$ cat src/common/i2c_mem_map.svh
// Constants of the serial memory slave: bus address, memory windows,
// pointer reset value and bus timing figures.
// Assumes inclusion by the slave module and the bench only.
//
// Summary of operation
// RL1: Seven-bit addressing; works with bus clocks of 100 kHz and 400 kHz.
// RL2: Ten-bit addressing is not supported; foreign address bytes are ignored.
// RL3: Own address byte A2h, bit 0 is direction; seven-bit address 51h.
// RL4: Program memory window 8000h to 27FFFh is readable and writable.
// RL5: Data memory window 4000h to 47FFh is readable and writable.
// RL6: Reset leaves the address pointer at 4000h.
// RL7: Pointer steps by one for every data byte read or written.
// RL8: Address arrives as three bytes, most significant first.
// RL9: Current read or write starts at the present pointer.
// RL10: Random command loads the pointer first, then accesses from there.
// RL11: Master makes every start and stop and sets direction correctly.
// RL12: Slave acknowledges its address and every byte it receives.
// RL13: Master not-acknowledge ends a read; slave releases the data line.
// RL14: Master reads between 1 and 255 bytes per transaction.
// RL15: Single bytes, words or whole blocks may be written.
// RL16: Random access sends address without stop, then a repeated start.
// RL17: After the address phase the pointer holds the received address.
// RL18: Three bytes then repeated start load the pointer; else bytes are stored.
`ifndef I2C_MEM_MAP_SVH
`define I2C_MEM_MAP_SVH

// ==========================================================================
// Bus address
`define OWN_ADDR_BYTE   8'ha2
`define OWN_ADDR7       7'h51

// ==========================================================================
// Memory windows and pointer
`define PROG_LO         24'h008000
`define PROG_HI         24'h027fff
`define DATA_LO         24'h004000
`define DATA_HI         24'h0047ff
`define PTR_RESET       24'h004000
`define ADDR_BYTES      3'h3
`define EMPTY_BYTE      8'hff

// ==========================================================================
// Timing
`define CLK_HZ          40000000
`define STD_SCL_HZ      100000
`define FAST_SCL_HZ     400000
`define FAST_SCL_NS     2500
`define MIN_CYC_PER_SCL 16

`endif

$ cat src/common/i2c_mem_pkg.sv
// Types shared by the serial memory slave.
// Assumes nothing of its surroundings.
package i2c_mem_pkg;

  // ==========================================================================
  // Bus engine states
  typedef enum logic [3:0] {
    IDLE, ADDR, ADDR_ACK, WR_BYTE, WR_ACK, RD_LOAD, RD_BYTE, RD_ACK, IGNORE
  } slave_state_t;

endpackage

$ cat src/verilog/i2c_mem_slave.sv
// Serial memory slave: answers on a two-wire bus like a serial memory and
// turns its transfers into reads and buffered writes of a byte memory.
// Assumes both bus wires are open drain with pull-ups outside, and a
// memory that answers each read request with one acknowledge pulse.
`timescale 1ns/1ps
`include "i2c_mem_map.svh"

module i2c_mem_slave
  import i2c_mem_pkg::*;
#(
  parameter int         CLK_HZ   = `CLK_HZ,
  parameter logic [6:0] OWN_ADDR = `OWN_ADDR7
) (
  input  wire logic        ref_clk,
  input  wire logic        sys_rst,
  input  wire logic        scl_in,
  output logic             scl_out,
  output logic             scl_oe,
  input  wire logic        sda_in,
  output logic             sda_out,
  output logic             sda_oe,
  output logic             wr_valid,
  input  wire logic        wr_ready,
  output logic      [23:0] wr_addr,
  output logic      [7:0]  wr_data,
  output logic             rd_req,
  output logic      [23:0] rd_addr,
  input  wire logic        rd_ack,
  input  wire logic [7:0]  rd_data,
  output logic             master_not_acknowledge
);

  // ==========================================================================
  // Elaboration checks
  localparam int SCL_CYC = `FAST_SCL_NS * (CLK_HZ / 1000000) / 1000;
  if (SCL_CYC < `MIN_CYC_PER_SCL) begin : g_slow_clk
    $error("Clock too slow to follow a 400 kHz bus clock"); // RL1
  end

  // Address falls inside one of the two memory windows
  function automatic logic in_range(input logic [23:0] a);
    in_range = (a >= `PROG_LO && a <= `PROG_HI) ||
               (a >= `DATA_LO && a <= `DATA_HI);
  endfunction

  // ==========================================================================
  // Pin synchronisers and bus events
  logic scl_m, scl_s, scl_d;
  logic sda_m, sda_s, sda_d;

  // Two flops per pin, then one more for edge detection
  always_ff @(posedge ref_clk) begin
    scl_m <= scl_in;
    scl_s <= scl_m;
    scl_d <= scl_s;
    sda_m <= sda_in;
    sda_s <= sda_m;
    sda_d <= sda_s;
  end

  wire scl_rise = scl_s & ~scl_d;
  wire scl_fall = ~scl_s & scl_d;
  wire start_ev = scl_s & scl_d & sda_d & ~sda_s; // RL11
  wire stop_ev  = scl_s & scl_d & ~sda_d & sda_s;

  // ==========================================================================
  // State
  slave_state_t state_reg;
  logic [7:0]   sh_reg;
  logic [3:0]   bit_cnt_reg;
  logic         rw_reg;
  logic [23:0]  ptr_reg;
  logic [7:0]   pend_reg [4];
  logic [2:0]   pend_cnt_reg;
  logic [2:0]   fl_idx_reg;
  logic         flush_reg;
  logic         over3_reg;
  logic         got_reg;
  logic [7:0]   rdbuf_reg;
  logic         buf_ready;

  // ==========================================================================
  // Decodes
  wire byte_done  = scl_fall & (bit_cnt_reg == 4'h8);
  wire addr_hit   = (sh_reg[7:1] == OWN_ADDR); // RL2
  wire in_write   = (state_reg == WR_BYTE) | (state_reg == WR_ACK);
  wire load_ptr   = start_ev & in_write & ~over3_reg & ~flush_reg &
                    (pend_cnt_reg == `ADDR_BYTES); // RL18
  wire end_write  = (start_ev | stop_ev) & in_write & ~load_ptr;
  wire append     = (state_reg == WR_BYTE) & byte_done & ~start_ev &
                    ~stop_ev;
  wire last_addr  = pend_cnt_reg == `ADDR_BYTES;
  wire flush_more = flush_reg & (fl_idx_reg != pend_cnt_reg);
  wire push_ok    = in_range(ptr_reg); // RL4
  wire buf_valid  = flush_more & push_ok; // RL5
  wire flush_step = flush_more & (~push_ok | buf_ready);
  wire [7:0] push_byte = pend_reg[fl_idx_reg[1:0]];
  wire rd_hit     = in_range(ptr_reg);
  wire rd_take    = (state_reg == RD_LOAD) & got_reg & ~scl_s;
  wire rd_want    = (state_reg == RD_LOAD) & rd_hit & ~got_reg;
  wire ack_stall  = ((state_reg == ADDR_ACK) | (state_reg == WR_ACK)) &
                    flush_reg;

  // ==========================================================================
  // Bus engine
  always_ff @(posedge ref_clk) begin
    if (sys_rst) begin
      state_reg   <= IDLE;
      sh_reg      <= 8'h00;
      bit_cnt_reg <= 4'h0;
      rw_reg      <= 1'b0;
      sda_oe      <= 1'b0;
    end else if (start_ev) begin
      state_reg   <= ADDR;
      bit_cnt_reg <= 4'h0;
      sda_oe      <= 1'b0;
    end else if (stop_ev) begin
      state_reg <= IDLE;
      sda_oe    <= 1'b0;
    end else begin
      case (state_reg)
        ADDR, WR_BYTE: begin
          if (scl_rise) begin
            sh_reg      <= {sh_reg[6:0], sda_s};
            bit_cnt_reg <= bit_cnt_reg + 4'h1;
          end else if (byte_done) begin
            bit_cnt_reg <= 4'h0;
            if (state_reg == WR_BYTE) begin
              state_reg <= WR_ACK;
              sda_oe    <= 1'b1; // RL12
            end else if (addr_hit) begin
              state_reg <= ADDR_ACK;
              rw_reg    <= sh_reg[0]; // RL3
              sda_oe    <= 1'b1; // RL12
            end else begin
              state_reg <= IGNORE; // RL2
            end
          end
        end
        ADDR_ACK, WR_ACK: begin
          if (scl_fall) begin
            sda_oe    <= 1'b0;
            state_reg <= (state_reg == ADDR_ACK && rw_reg) ? RD_LOAD
                                                             : WR_BYTE;
          end
        end
        RD_LOAD: begin
          if (rd_take) begin
            sh_reg      <= rdbuf_reg;
            sda_oe      <= ~rdbuf_reg[7];
            bit_cnt_reg <= 4'h0;
            state_reg   <= RD_BYTE;
          end
        end
        RD_BYTE: begin
          if (scl_rise) begin
            bit_cnt_reg <= bit_cnt_reg + 4'h1;
          end else if (byte_done) begin
            sda_oe    <= 1'b0;
            state_reg <= RD_ACK;
          end else if (scl_fall) begin
            sh_reg <= {sh_reg[6:0], 1'b0};
            sda_oe <= ~sh_reg[6];
          end
        end
        RD_ACK: begin
          if (scl_rise) begin
            state_reg <= sda_s ? IGNORE : RD_LOAD; // RL13
          end
        end
        IDLE, IGNORE: begin
          state_reg <= state_reg;
        end
        default: begin
          state_reg <= IDLE;
        end
      endcase
    end
  end

  // Not-acknowledge pulse at the end of a read
  always_ff @(posedge ref_clk) begin
    if (sys_rst) begin
      master_not_acknowledge <= 1'b0;
    end else begin
      master_not_acknowledge <= (state_reg == RD_ACK) & scl_rise & sda_s &
                                ~start_ev & ~stop_ev; // RL13
    end
  end

  // Clock stretch while a read byte is fetched or written bytes drain
  always_ff @(posedge ref_clk) begin
    if (sys_rst) begin
      scl_oe <= 1'b0;
    end else begin
      scl_oe <= ~scl_s & ((state_reg == RD_LOAD) | ack_stall);
    end
  end

  // Both wires only ever pull low
  always_ff @(posedge ref_clk) begin
    scl_out <= 1'b0;
    sda_out <= 1'b0;
  end

  // ==========================================================================
  // Address pointer
  always_ff @(posedge ref_clk) begin
    if (sys_rst) begin
      ptr_reg <= `PTR_RESET; // RL6
    end else if (load_ptr) begin
      ptr_reg <= {pend_reg[0], pend_reg[1], pend_reg[2]}; // RL8 RL10
    end else if (flush_step | rd_take) begin
      ptr_reg <= ptr_reg + 24'h000001; // RL7
    end
  end

  // ==========================================================================
  // Received bytes wait here until they prove not to be an address
  always_ff @(posedge ref_clk) begin
    if (append) begin
      pend_reg[pend_cnt_reg[1:0]] <= sh_reg;
    end
  end

  // Pending count, drain index and drain control
  always_ff @(posedge ref_clk) begin
    if (sys_rst) begin
      pend_cnt_reg <= 3'h0;
      fl_idx_reg   <= 3'h0;
      flush_reg    <= 1'b0;
      over3_reg    <= 1'b0;
    end else if (load_ptr) begin
      pend_cnt_reg <= 3'h0; // RL17
    end else if (append) begin
      pend_cnt_reg <= pend_cnt_reg + 3'h1;
      flush_reg    <= over3_reg | last_addr; // RL15
      over3_reg    <= over3_reg | last_addr;
    end else if (flush_reg & ~flush_more) begin
      flush_reg    <= 1'b0;
      pend_cnt_reg <= 3'h0;
      fl_idx_reg   <= 3'h0;
    end else begin
      if (flush_step) begin
        fl_idx_reg <= fl_idx_reg + 3'h1; // RL9
      end
      if (end_write & (pend_cnt_reg != 3'h0)) begin
        flush_reg <= 1'b1; // RL16
      end
      if (start_ev) begin
        over3_reg <= 1'b0;
      end
    end
  end

  // ==========================================================================
  // Read side: one request per byte inside the windows, at the present pointer
  always_ff @(posedge ref_clk) begin
    if (sys_rst) begin
      rd_req  <= 1'b0;
      rd_addr <= `PTR_RESET;
      got_reg <= 1'b0;
    end else begin
      rd_req <= rd_req ? ~rd_ack : rd_want; // RL9
      if (~rd_req) begin
        rd_addr <= ptr_reg;
      end
      if (start_ev | stop_ev | rd_take) begin
        got_reg <= 1'b0;
      end else if (state_reg == RD_LOAD & ~got_reg &
                   (~rd_hit | (rd_req & rd_ack))) begin
        got_reg <= 1'b1;
      end
    end
  end

  // Fetched byte, or all ones outside the windows
  always_ff @(posedge ref_clk) begin
    if (state_reg == RD_LOAD & ~got_reg) begin
      rdbuf_reg <= rd_hit ? rd_data : `EMPTY_BYTE;
    end
  end

  // ==========================================================================
  // Write buffer toward the memory
  skid_pair_buffer #(.WIDTH(32)) u_wbuf (
    .ref_clk   (ref_clk),
    .sys_rst   (sys_rst),
    .in_valid  (buf_valid),
    .in_ready  (buf_ready),
    .in_data   ({ptr_reg, push_byte}),
    .out_valid (wr_valid),
    .out_ready (wr_ready),
    .out_data  ({wr_addr, wr_data})
  );

  // ==========================================================================
  // Checks
  a_reset_ptr: assert property (@(posedge ref_clk) // RL6
    $fell(sys_rst) |-> ptr_reg == `PTR_RESET)
    else $error("Pointer not at data memory start after reset");

  a_own_ack: assert property (@(posedge ref_clk) disable iff (sys_rst) // RL3
    state_reg == ADDR && byte_done && addr_hit && !start_ev && !stop_ev
    |=> sda_oe && state_reg == ADDR_ACK)
    else $error("Own address not acknowledged");

  a_foreign_skip: assert property (@(posedge ref_clk) disable iff (sys_rst) // RL2
    state_reg == ADDR && byte_done && !addr_hit && !start_ev && !stop_ev
    |=> !sda_oe && state_reg == IGNORE)
    else $error("Foreign address byte not ignored");

  a_data_ack: assert property (@(posedge ref_clk) disable iff (sys_rst) // RL12
    append |=> sda_oe ##1 (sda_oe || scl_fall || start_ev || stop_ev))
    else $error("Written byte not acknowledged");

  a_ptr_step: assert property (@(posedge ref_clk) disable iff (sys_rst) // RL7
    (flush_step || rd_take) |=> ptr_reg == $past(ptr_reg) + 24'h000001)
    else $error("Pointer did not step by one");

  a_ptr_load: assert property (@(posedge ref_clk) disable iff (sys_rst) // RL17
    load_ptr |=> ptr_reg == {$past(pend_reg[0]), $past(pend_reg[1]),
                             $past(pend_reg[2])} && pend_cnt_reg == 3'h0)
    else $error("Pointer not loaded from three address bytes");

  a_nack_end: assert property (@(posedge ref_clk) disable iff (sys_rst) // RL13
    master_not_acknowledge |-> state_reg == IGNORE && !sda_oe)
    else $error("Data line held after master not-acknowledge");

  a_write_range: assert property (@(posedge ref_clk) disable iff (sys_rst) // RL4
    wr_valid |-> in_range(wr_addr))
    else $error("Write issued outside the memory windows");

  a_read_range: assert property (@(posedge ref_clk) disable iff (sys_rst) // RL5
    rd_req |-> in_range(rd_addr))
    else $error("Read issued outside the memory windows");

  a_read_addr: assert property (@(posedge ref_clk) disable iff (sys_rst) // RL9
    $rose(rd_req) |-> rd_addr == ptr_reg)
    else $error("Read not issued at the present pointer");

  c_ptr_load: cover property (@(posedge ref_clk) disable iff (sys_rst)
    load_ptr);
  c_block_write: cover property (@(posedge ref_clk) disable iff (sys_rst)
    over3_reg && flush_step);
  c_read_end: cover property (@(posedge ref_clk) disable iff (sys_rst)
    master_not_acknowledge);

endmodule

$ cat src/verilog/skid_pair_buffer.sv
// Two-entry buffer with valid and ready on both sides.
// Assumes one clock and a synchronous active-high reset.
`timescale 1ns/1ps

module skid_pair_buffer #(
  parameter int WIDTH = 32
) (
  input  wire logic             ref_clk,
  input  wire logic             sys_rst,
  input  wire logic             in_valid,
  output logic                  in_ready,
  input  wire logic [WIDTH-1:0] in_data,
  output logic                  out_valid,
  input  wire logic             out_ready,
  output logic      [WIDTH-1:0] out_data
);

  if (WIDTH < 1) begin : g_bad_width
    $error("Buffer width must be at least one");
  end

  logic             spare_v_reg;
  logic [WIDTH-1:0] spare_d_reg;
  wire              push = in_valid & in_ready;
  wire              free = ~out_valid | out_ready;

  // ==========================================================================
  // Output slot and spare slot; ready falls while the spare is held
  always_ff @(posedge ref_clk) begin
    if (sys_rst) begin
      out_valid   <= 1'b0;
      spare_v_reg <= 1'b0;
    end else if (free) begin
      out_valid   <= spare_v_reg | push;
      spare_v_reg <= 1'b0;
    end else if (push) begin
      spare_v_reg <= 1'b1;
    end
  end

  // Data paths follow the valid bits
  always_ff @(posedge ref_clk) begin
    if (free) begin
      out_data <= spare_v_reg ? spare_d_reg : in_data;
    end
    if (push & ~free) begin
      spare_d_reg <= in_data;
    end
  end

  // Ready is the spare slot being empty
  always_ff @(posedge ref_clk) begin
    if (sys_rst) begin
      in_ready <= 1'b0;
    end else begin
      in_ready <= ~((spare_v_reg & ~free) | (push & ~free));
    end
  end

endmodule

$ cat config.mk
export PLATFORM = sky130hd
export DESIGN_NAME = i2c_mem_slave
export DESIGN_NICKNAME = d
export VERILOG_FILES = /design/src/common/i2c_mem_pkg.sv /design/src/verilog/i2c_mem_slave.sv /design/src/verilog/skid_pair_buffer.sv
export VERILOG_INCLUDE_DIRS = /design/src /design/src/common
export SDC_FILE = /design/constraint.sdc
export NUM_CORES = 1
export LEC_CHECK = 0
export CAP_MARGIN = 20
export CORE_MARGIN = 8
export CORE_UTILIZATION = 40
export CTS_BUF_LIST = sky130_fd_sc_hd__clkbuf_16
export CTS_CLUSTER_SIZE = 28
export DETAILED_ROUTE_END_ITERATION = 10
export DONT_BUFFER_PORTS = 1
export PLACE_DENSITY_LB_ADDON = 0.2
export SYNTH_ARGS = -nofsm -noshare
export SYNTH_HDL_FRONTEND = slang
export SYNTH_SLANG_ARGS = --single-unit
$ cat constraint.sdc
create_clock -name ref_clk -period 2.65 [get_ports ref_clk]
set_input_delay 0 -clock ref_clk [delete_from_list [all_inputs] [get_ports ref_clk]]
set_output_delay 0 -clock ref_clk [all_outputs]
set_load 0.02 [all_outputs]
# Yosys cells after proc, flatten, opt, wreduce, memory -nomap -nowiden
# Memories as Yosys holds them, arrays and structs flattened. A register that Yosys moved wholly into a read port is not among the register bits.
# Cells that the tools add are included.
[classes]
n_lt_le_gt_ge = 4
div_mod_pow = 0
n_mux = 53
n_addsub = 4
bitwise = 72
n_eq_ne = 35
n_reduce_logical = 30
n_mul = 0
shift = 0
[op_table]
columns = ["op", "count"]
rows = [
  ["4-bit two-way mux", 14],
  ["24-bit two-way mux", 2],
  ["8-bit two-way mux", 5],
  ["1-bit bitwise AND", 38],
  ["32-bit two-way mux", 1],
  ["8-bit AND reduction", 4],
  ["4-bit != test (second input constant)", 7],
  ["24-bit by 1-bit adder with 24-bit output (second input constant)", 1],
  ["24-bit by 15-bit greater-or-equal comparator with 1-bit output (second input constant)", 1],
  ["24-bit by 16-bit greater-or-equal comparator with 1-bit output (second input constant)", 1],
  ["24-bit by 15-bit less-or-equal comparator with 1-bit output (second input constant)", 1],
  ["24-bit by 18-bit less-or-equal comparator with 1-bit output (second input constant)", 1],
  ["2-bit != test (second input constant)", 12],
  ["4-bit case mux with 6 select lines", 1],
  ["8-bit case mux with 3 select lines", 1],
  ["1-bit NOT", 22],
  ["1-bit two-way mux", 20],
  ["4-bit by 3-bit equality test with 1-bit output (second input constant)", 4],
  ["3-bit two-way mux", 5],
  ["2-bit OR reduction", 7],
  ["3-bit != test (second input constant)", 4],
  ["1-bit OR", 12],
  ["4-bit case mux with 3 select lines", 1],
  ["3-bit nonzero test", 3],
  ["20 further kinds", 30],
]
[totals]
latchBits = 0
reg_bits = 159
input_bits = 14
n_memories = 1
ramBits = 32
elab_cells = 227
mem_bits_ro = 0
[mem_list]
columns = ["name", "words", "width", "read_ports", "rd_clocked_by_memory_dff", "wr", "line_no", "source"]
rows = [
  ["pend_reg", 4, 8, 4, 1, 1, "i2c_mem_slave.sv:73", "logic [7:0] pend_reg [4];"],
]

# Depth between registers and ports, before layout
[logic_depth]
ltp_word = 13
ltp_mapped = 9
mapped_depth_nobuf = 8

# By module
# Synthesis repeated with hierarchy kept, for this count alone.
[hier_totals]
hier_cells = 698
area_unflattened_um2 = 8481.9
[by_module_without_submodules]
columns = ["mod", "cells_per_inst", "area_each_um2", "seq_area_each_um2", "instances"]
rows = [
  ["i2c_mem_slave", 588, 5916.9, 2922.8, 1],
  ["skid_pair_buffer", 110, 2565.0, 1981.9, 1],
]

# Worst setup path after synthesis
# Ideal clock, no wire load.
[synth_path]
path_kind = "register -> register"
startpoint = "register ptr_reg[12]"
endpoint = "register u_wbuf.spare_d_reg[0], enable pin"
arrival_ns = 2.304
required_ns = 2.258
path_stages_with_launch = 7
synth_period_minus_slack_ns = 2.696
n_path_buf = 1
slack_ns = -0.046
path_cell_list = "dfxtp_1 -> clkbuf_1 -> nor4b_1 -> o21ai_1 -> nor2_1 -> and3_1 -> and2_1"
[synth_via]
elab_chain_len = 6
word_cells_on_any_way = 10
cone_classes = "order compare (4); bitwise (3); reduce/logical (3)"
[synth_rtl]
columns = ["item", "line_no", "source"]
rows = [
  ["from (decl)", "i2c_mem_slave.sv:72", "logic [23:0] ptr_reg;"],
  ["from (signal assigned)", "i2c_mem_slave.sv:210", "ptr_reg <= `PTR_RESET;"],
  ["from (signal assigned)", "i2c_mem_slave.sv:212", "ptr_reg <= {pend_reg[0], pend_reg[1], pend_reg[2]};"],
  ["from (signal assigned)", "i2c_mem_slave.sv:214", "ptr_reg <= ptr_reg + 24'h000001;"],
  ["24-bit by 16-bit greater-or-equal comparator with 1-bit output (no line), or another cell as far along", "-", ""],
  ["1-bit logical AND (no line)", "-", ""],
  ["1-bit logical OR (*)", "i2c_mem_slave.sv:42", "in_range = (a >= `PROG_LO && a <= `PROG_HI) ||"],
  ["1-bit bitwise AND (*)", "i2c_mem_slave.sv:95", "wire buf_valid = flush_more & push_ok;"],
  ["1-bit bitwise AND (*)", "skid_pair_buffer.sv:24", "wire push = in_valid & in_ready;"],
  ["1-bit bitwise AND (*)", "skid_pair_buffer.sv:46", "if (push & ~free) begin"],
  ["to (signal assigned)", "skid_pair_buffer.sv:47", "spare_d_reg <= in_data;"],
  ["to (decl)", "skid_pair_buffer.sv:23", "logic [WIDTH-1:0] spare_d_reg;"],
]
# Mark *: on every way between the ends. The rest lies on a longest branch, timed or not.
# A chain may end at the register's enable or synchronous reset.

# Final worst setup path
[layout_path]
startpoint = "register ptr_reg[0]"
endpoint = "register ptr_reg[18]"
[layout_via]
elab_chain_len = 8
word_cells_on_any_way = 15
cone_classes = "add/sub (1); order compare (4); mux (2); bitwise (4); reduce/logical (4)"
[layout_rtl]
columns = ["item", "line_no", "source"]
rows = [
  ["24-bit by 16-bit greater-or-equal comparator with 1-bit output (no line), or another cell as far along", "-", ""],
  ["1-bit logical AND (no line)", "-", ""],
  ["1-bit logical OR", "i2c_mem_slave.sv:42", ""],
  ["1-bit NOT", "i2c_mem_slave.sv:96", "wire flush_step = flush_more & (~push_ok | buf_ready);"],
  ["1-bit OR", "i2c_mem_slave.sv:96", ""],
  ["1-bit bitwise AND", "i2c_mem_slave.sv:96", ""],
  ["1-bit OR", "i2c_mem_slave.sv:213", "end else if (flush_step | rd_take) begin"],
  ["2-bit nonzero test (no line)", "-", ""],
]
# Parallel ways exist; a longest one is shown, timed or not. The select of a mux whose other input is x is not followed.

==> results.ini <==
[status]
status = completed

[flow_run]
max_cap_violations = 0

[logic_synthesis]
synth_area_mm2 = 0.00836
synth_area_leader_cell = edfxtp_1
syn_inst = 726
synth_ff_type = edfxtp_1
synth_top_area_share_pct = 37.4
ys_types = 66
seq_area_frac_synth_pct = 58.7
yosys_warnings = 0
synth_seq_cells = 193
synth_edf_count = 104
synthArstFlopShare_pct = 0
synth.area.top_cells = edfxtp_1 37%, dfxtp_1 21%, mux2i_1 4.2%, mux2_2 4.2%, nor2_1 3.8%
postSynthAreaPerCell_um2 = 11.5

[min_path]
min_path_cells = 1
hold-path-endpoint = sda_m
hold_path_class = input pin to flip-flop
worstHoldStart = sda_in

[floorplan]
core_mm2 = 0.0208
num_io_pins = 77
row_count = 53
initial_utilization_pct = 40.3
fp.dieH_um = 161
die_w_um = 161
die_area_mm2 = 0.0258

[worst_setup_path]
critPathArrivalTime_ps = 2730
rr_worst_depth = 7
reg2reg_slack_ps = 270
crit_type = flip-flop to flip-flop
r2r-start = ptr_reg[0]
crit-reg2reg-capture = ptr_reg[18]
critPathMaxFanout = 7
cp-end-kind = flip-flop
startpoint_type = flip-flop
required_ps = 3010

[clock_tree]
cts_buffers = 17
path_clk_slew_ps = 70
clock-sinks = 193
cts_tree = done
cts_root_buf = clkbuf_16
ctsLongestPathBuffers = 2
postCtsSetupRepairBufs = 0
clk-insertion-delay-late_ps = 430
cts_htree_levels = 4

[power_and_ir_drop]
ir_drop_uv = 386
p_sw_share_pct = 22.6
power_switching_mw = 1.30
p_clk_share_pct = 41.9
p_int_mw = 4.44
leakagePower_nw = 3.37
p_comb_share_pct = 2.7
pwr-share-seq_pct = 55.4
p_per_area_mw_per_mm2 = 601

[sta]
clock_skew_ps = 9.59
fmax_mhz = 421
maxSlewHeadroom_pct = 49.3
rsz0062_at_grt = no
tns_ps = 0
period_share_pct = 89.7
hold_viol = 0
layout_min_cycle_time_ps = 2380
tightest_slew_ps = 760
setup_viol = 0
slew_violations = 0

[routing]
first_pass_iters = 5
via_count = 5769
wire_per_inst_um = 18.9
wirelength_um = 19600
ant_nets = 0
drt_iter0_drc = 380
drc = 0
via_per_inst = 5.56

[placed_design]
gp_congestion = 0.844
dpl-instance-area_mm2 = 0.00882
dp_hpwl_um = 13800
numPortBuffers = 0

[final_layout]
layout_commonest_cell = edfxtp_1
fill_cells = 1899
mostFrequentLayoutCells = 104 x edfxtp_1, 88 x dfxtp_1, 85 x nor2_1
fin_area_mm2 = 0.00954
layout-drive-gt1-share_pct = 15.3
area_growth_pct = 14.2
fin_nets = 774
utilization_pct = 46.0
n_antenna_cell = 0

[global_route]
first_global_vias = 5679
grt_use_total_pct = 15.5
grt-ovfl-total = 0
grt_max_degree = 78
antenna_found_initial = 0
grt_pass1_wl_um = 31800

-- synth_stat cells, drive strengths merged, types with 3 or more instances --
| cell type | count |
|---|---|
| a211oi | 18 |
| a21oi | 25 |
| a311oi | 3 |
| a31oi | 3 |
| a41oi | 6 |
| and2 | 8 |
| and3 | 4 |
| buf | 14 |
| clkbuf | 29 |
| dfxtp | 89 |
| edfxtp | 104 |
| ha | 10 |
| inv | 15 |
| mux2 | 31 |
| mux2i | 35 |
| mux4 | 8 |
| nand2 | 64 |
| nand2b | 7 |
| nand3 | 20 |
| nand4 | 7 |
| nor2 | 85 |
| nor2b | 9 |
| nor3 | 18 |
| nor4 | 6 |
| nor4b | 3 |
| nor4bb | 5 |
| o2111ai | 3 |
| o211ai | 5 |
| o21a | 4 |
| o21ai | 27 |
| o22ai | 4 |
| or3 | 11 |
| or4 | 5 |
| xor2 | 12 |
-- power groups by stage --
stage,sequential (mW),clock [mW],combinational (mW)
final,3.18,2.40,0.152
after detailed placement,3.25,0,0.111
after global placement,3.25,0,0.106
after CTS,3.18,2.47,0.152
after floorplan,3.24,0,0.0965
after global routing,3.18,2.60,0.167
-- logic make-up (layout without fill, tap and decap cells) --
group | Yosys count | count (layout) | share of synthesized area [%]
AND/OR/NAND/NOR | 258 | 258 | 15.0
other | 1 | 2 | 0.0449
buffers and inverters | 58 | 94 | 2.84
multiplexers | 74 | 74 | 10.5
AO/OA/AOI/OAI | 118 | 118 | 9.99
adder cells (fa/ha/maj) | 10 | 10 | 1.50
flip-flops | 193 | 193 | 58.7
XOR/XNOR | 14 | 14 | 1.47
-- stage by stage --
stage	instances	worst slack, ps	hold WS (ps)	power, mW
floorplan	727	286	27.7	3.34
global placement	991	373	27.8	3.35
detailed placement	991	340	27.8	3.36
CTS	1038	313	89.3	5.80
global route	1038	67.8	89.8	5.94
finish	1038	273	114	5.74
-- worst max-delay path by stage --
stage           startpoint               endpoint  slack [ps]  cells after the start
2_1_floorplan  ptr_reg[12]  u_wbuf.spare_d_reg[0]         290                      6
3_3_place_gp    ptr_reg[0]            ptr_reg[18]         370                      7
3_5_place_dp    ptr_reg[0]            ptr_reg[18]         340                      7
4_1_cts         ptr_reg[0]            ptr_reg[18]         310                      7
5_1_grt         ptr_reg[0]            ptr_reg[18]          70                      7
6_report        ptr_reg[0]            ptr_reg[18]         270                      7
-- worst max-delay path, stage by stage (launching register included) --
cell     delay [ps]
dfxtp_1         520
ha_1            230
nand3_1         220
nor4_1          360
buf_4           190
nand4_1         140
or4_1           460
a41oi_2         180
-- cell type report --
class / instances / area, um2 / share of cell area, %
clock buffer: 17 / 425 / 4.46
clock inverter: 15 / 128 / 1.34
inverter: 15 / 56.3 / 0.590
multi-input combinational: 476 / 3230 / 33.8
sequential: 193 / 4910 / 51.4
tap: 275 / 344 / 3.61
timing repair buffer: 47 / 458 / 4.80
-- timing repair --
item                                   4_1_cts  5_1_grt
gates resized for setup                      0        0
endpoints found under the hold margin       93        0
hold buffers                                15        0
-- layer usage --
layer / track usage (%) / routed length (um) / vias to the layer above
met2: 25.7 / 9830 / 176
li1: - / - / 2721
met3: 3.97 / 1080 / 17
met1: 19.3 / 8510 / 2855
met5: 0 / 0 / -
met4: 5.14 / 225 / 0
Power figures use the tool's default switching activity.
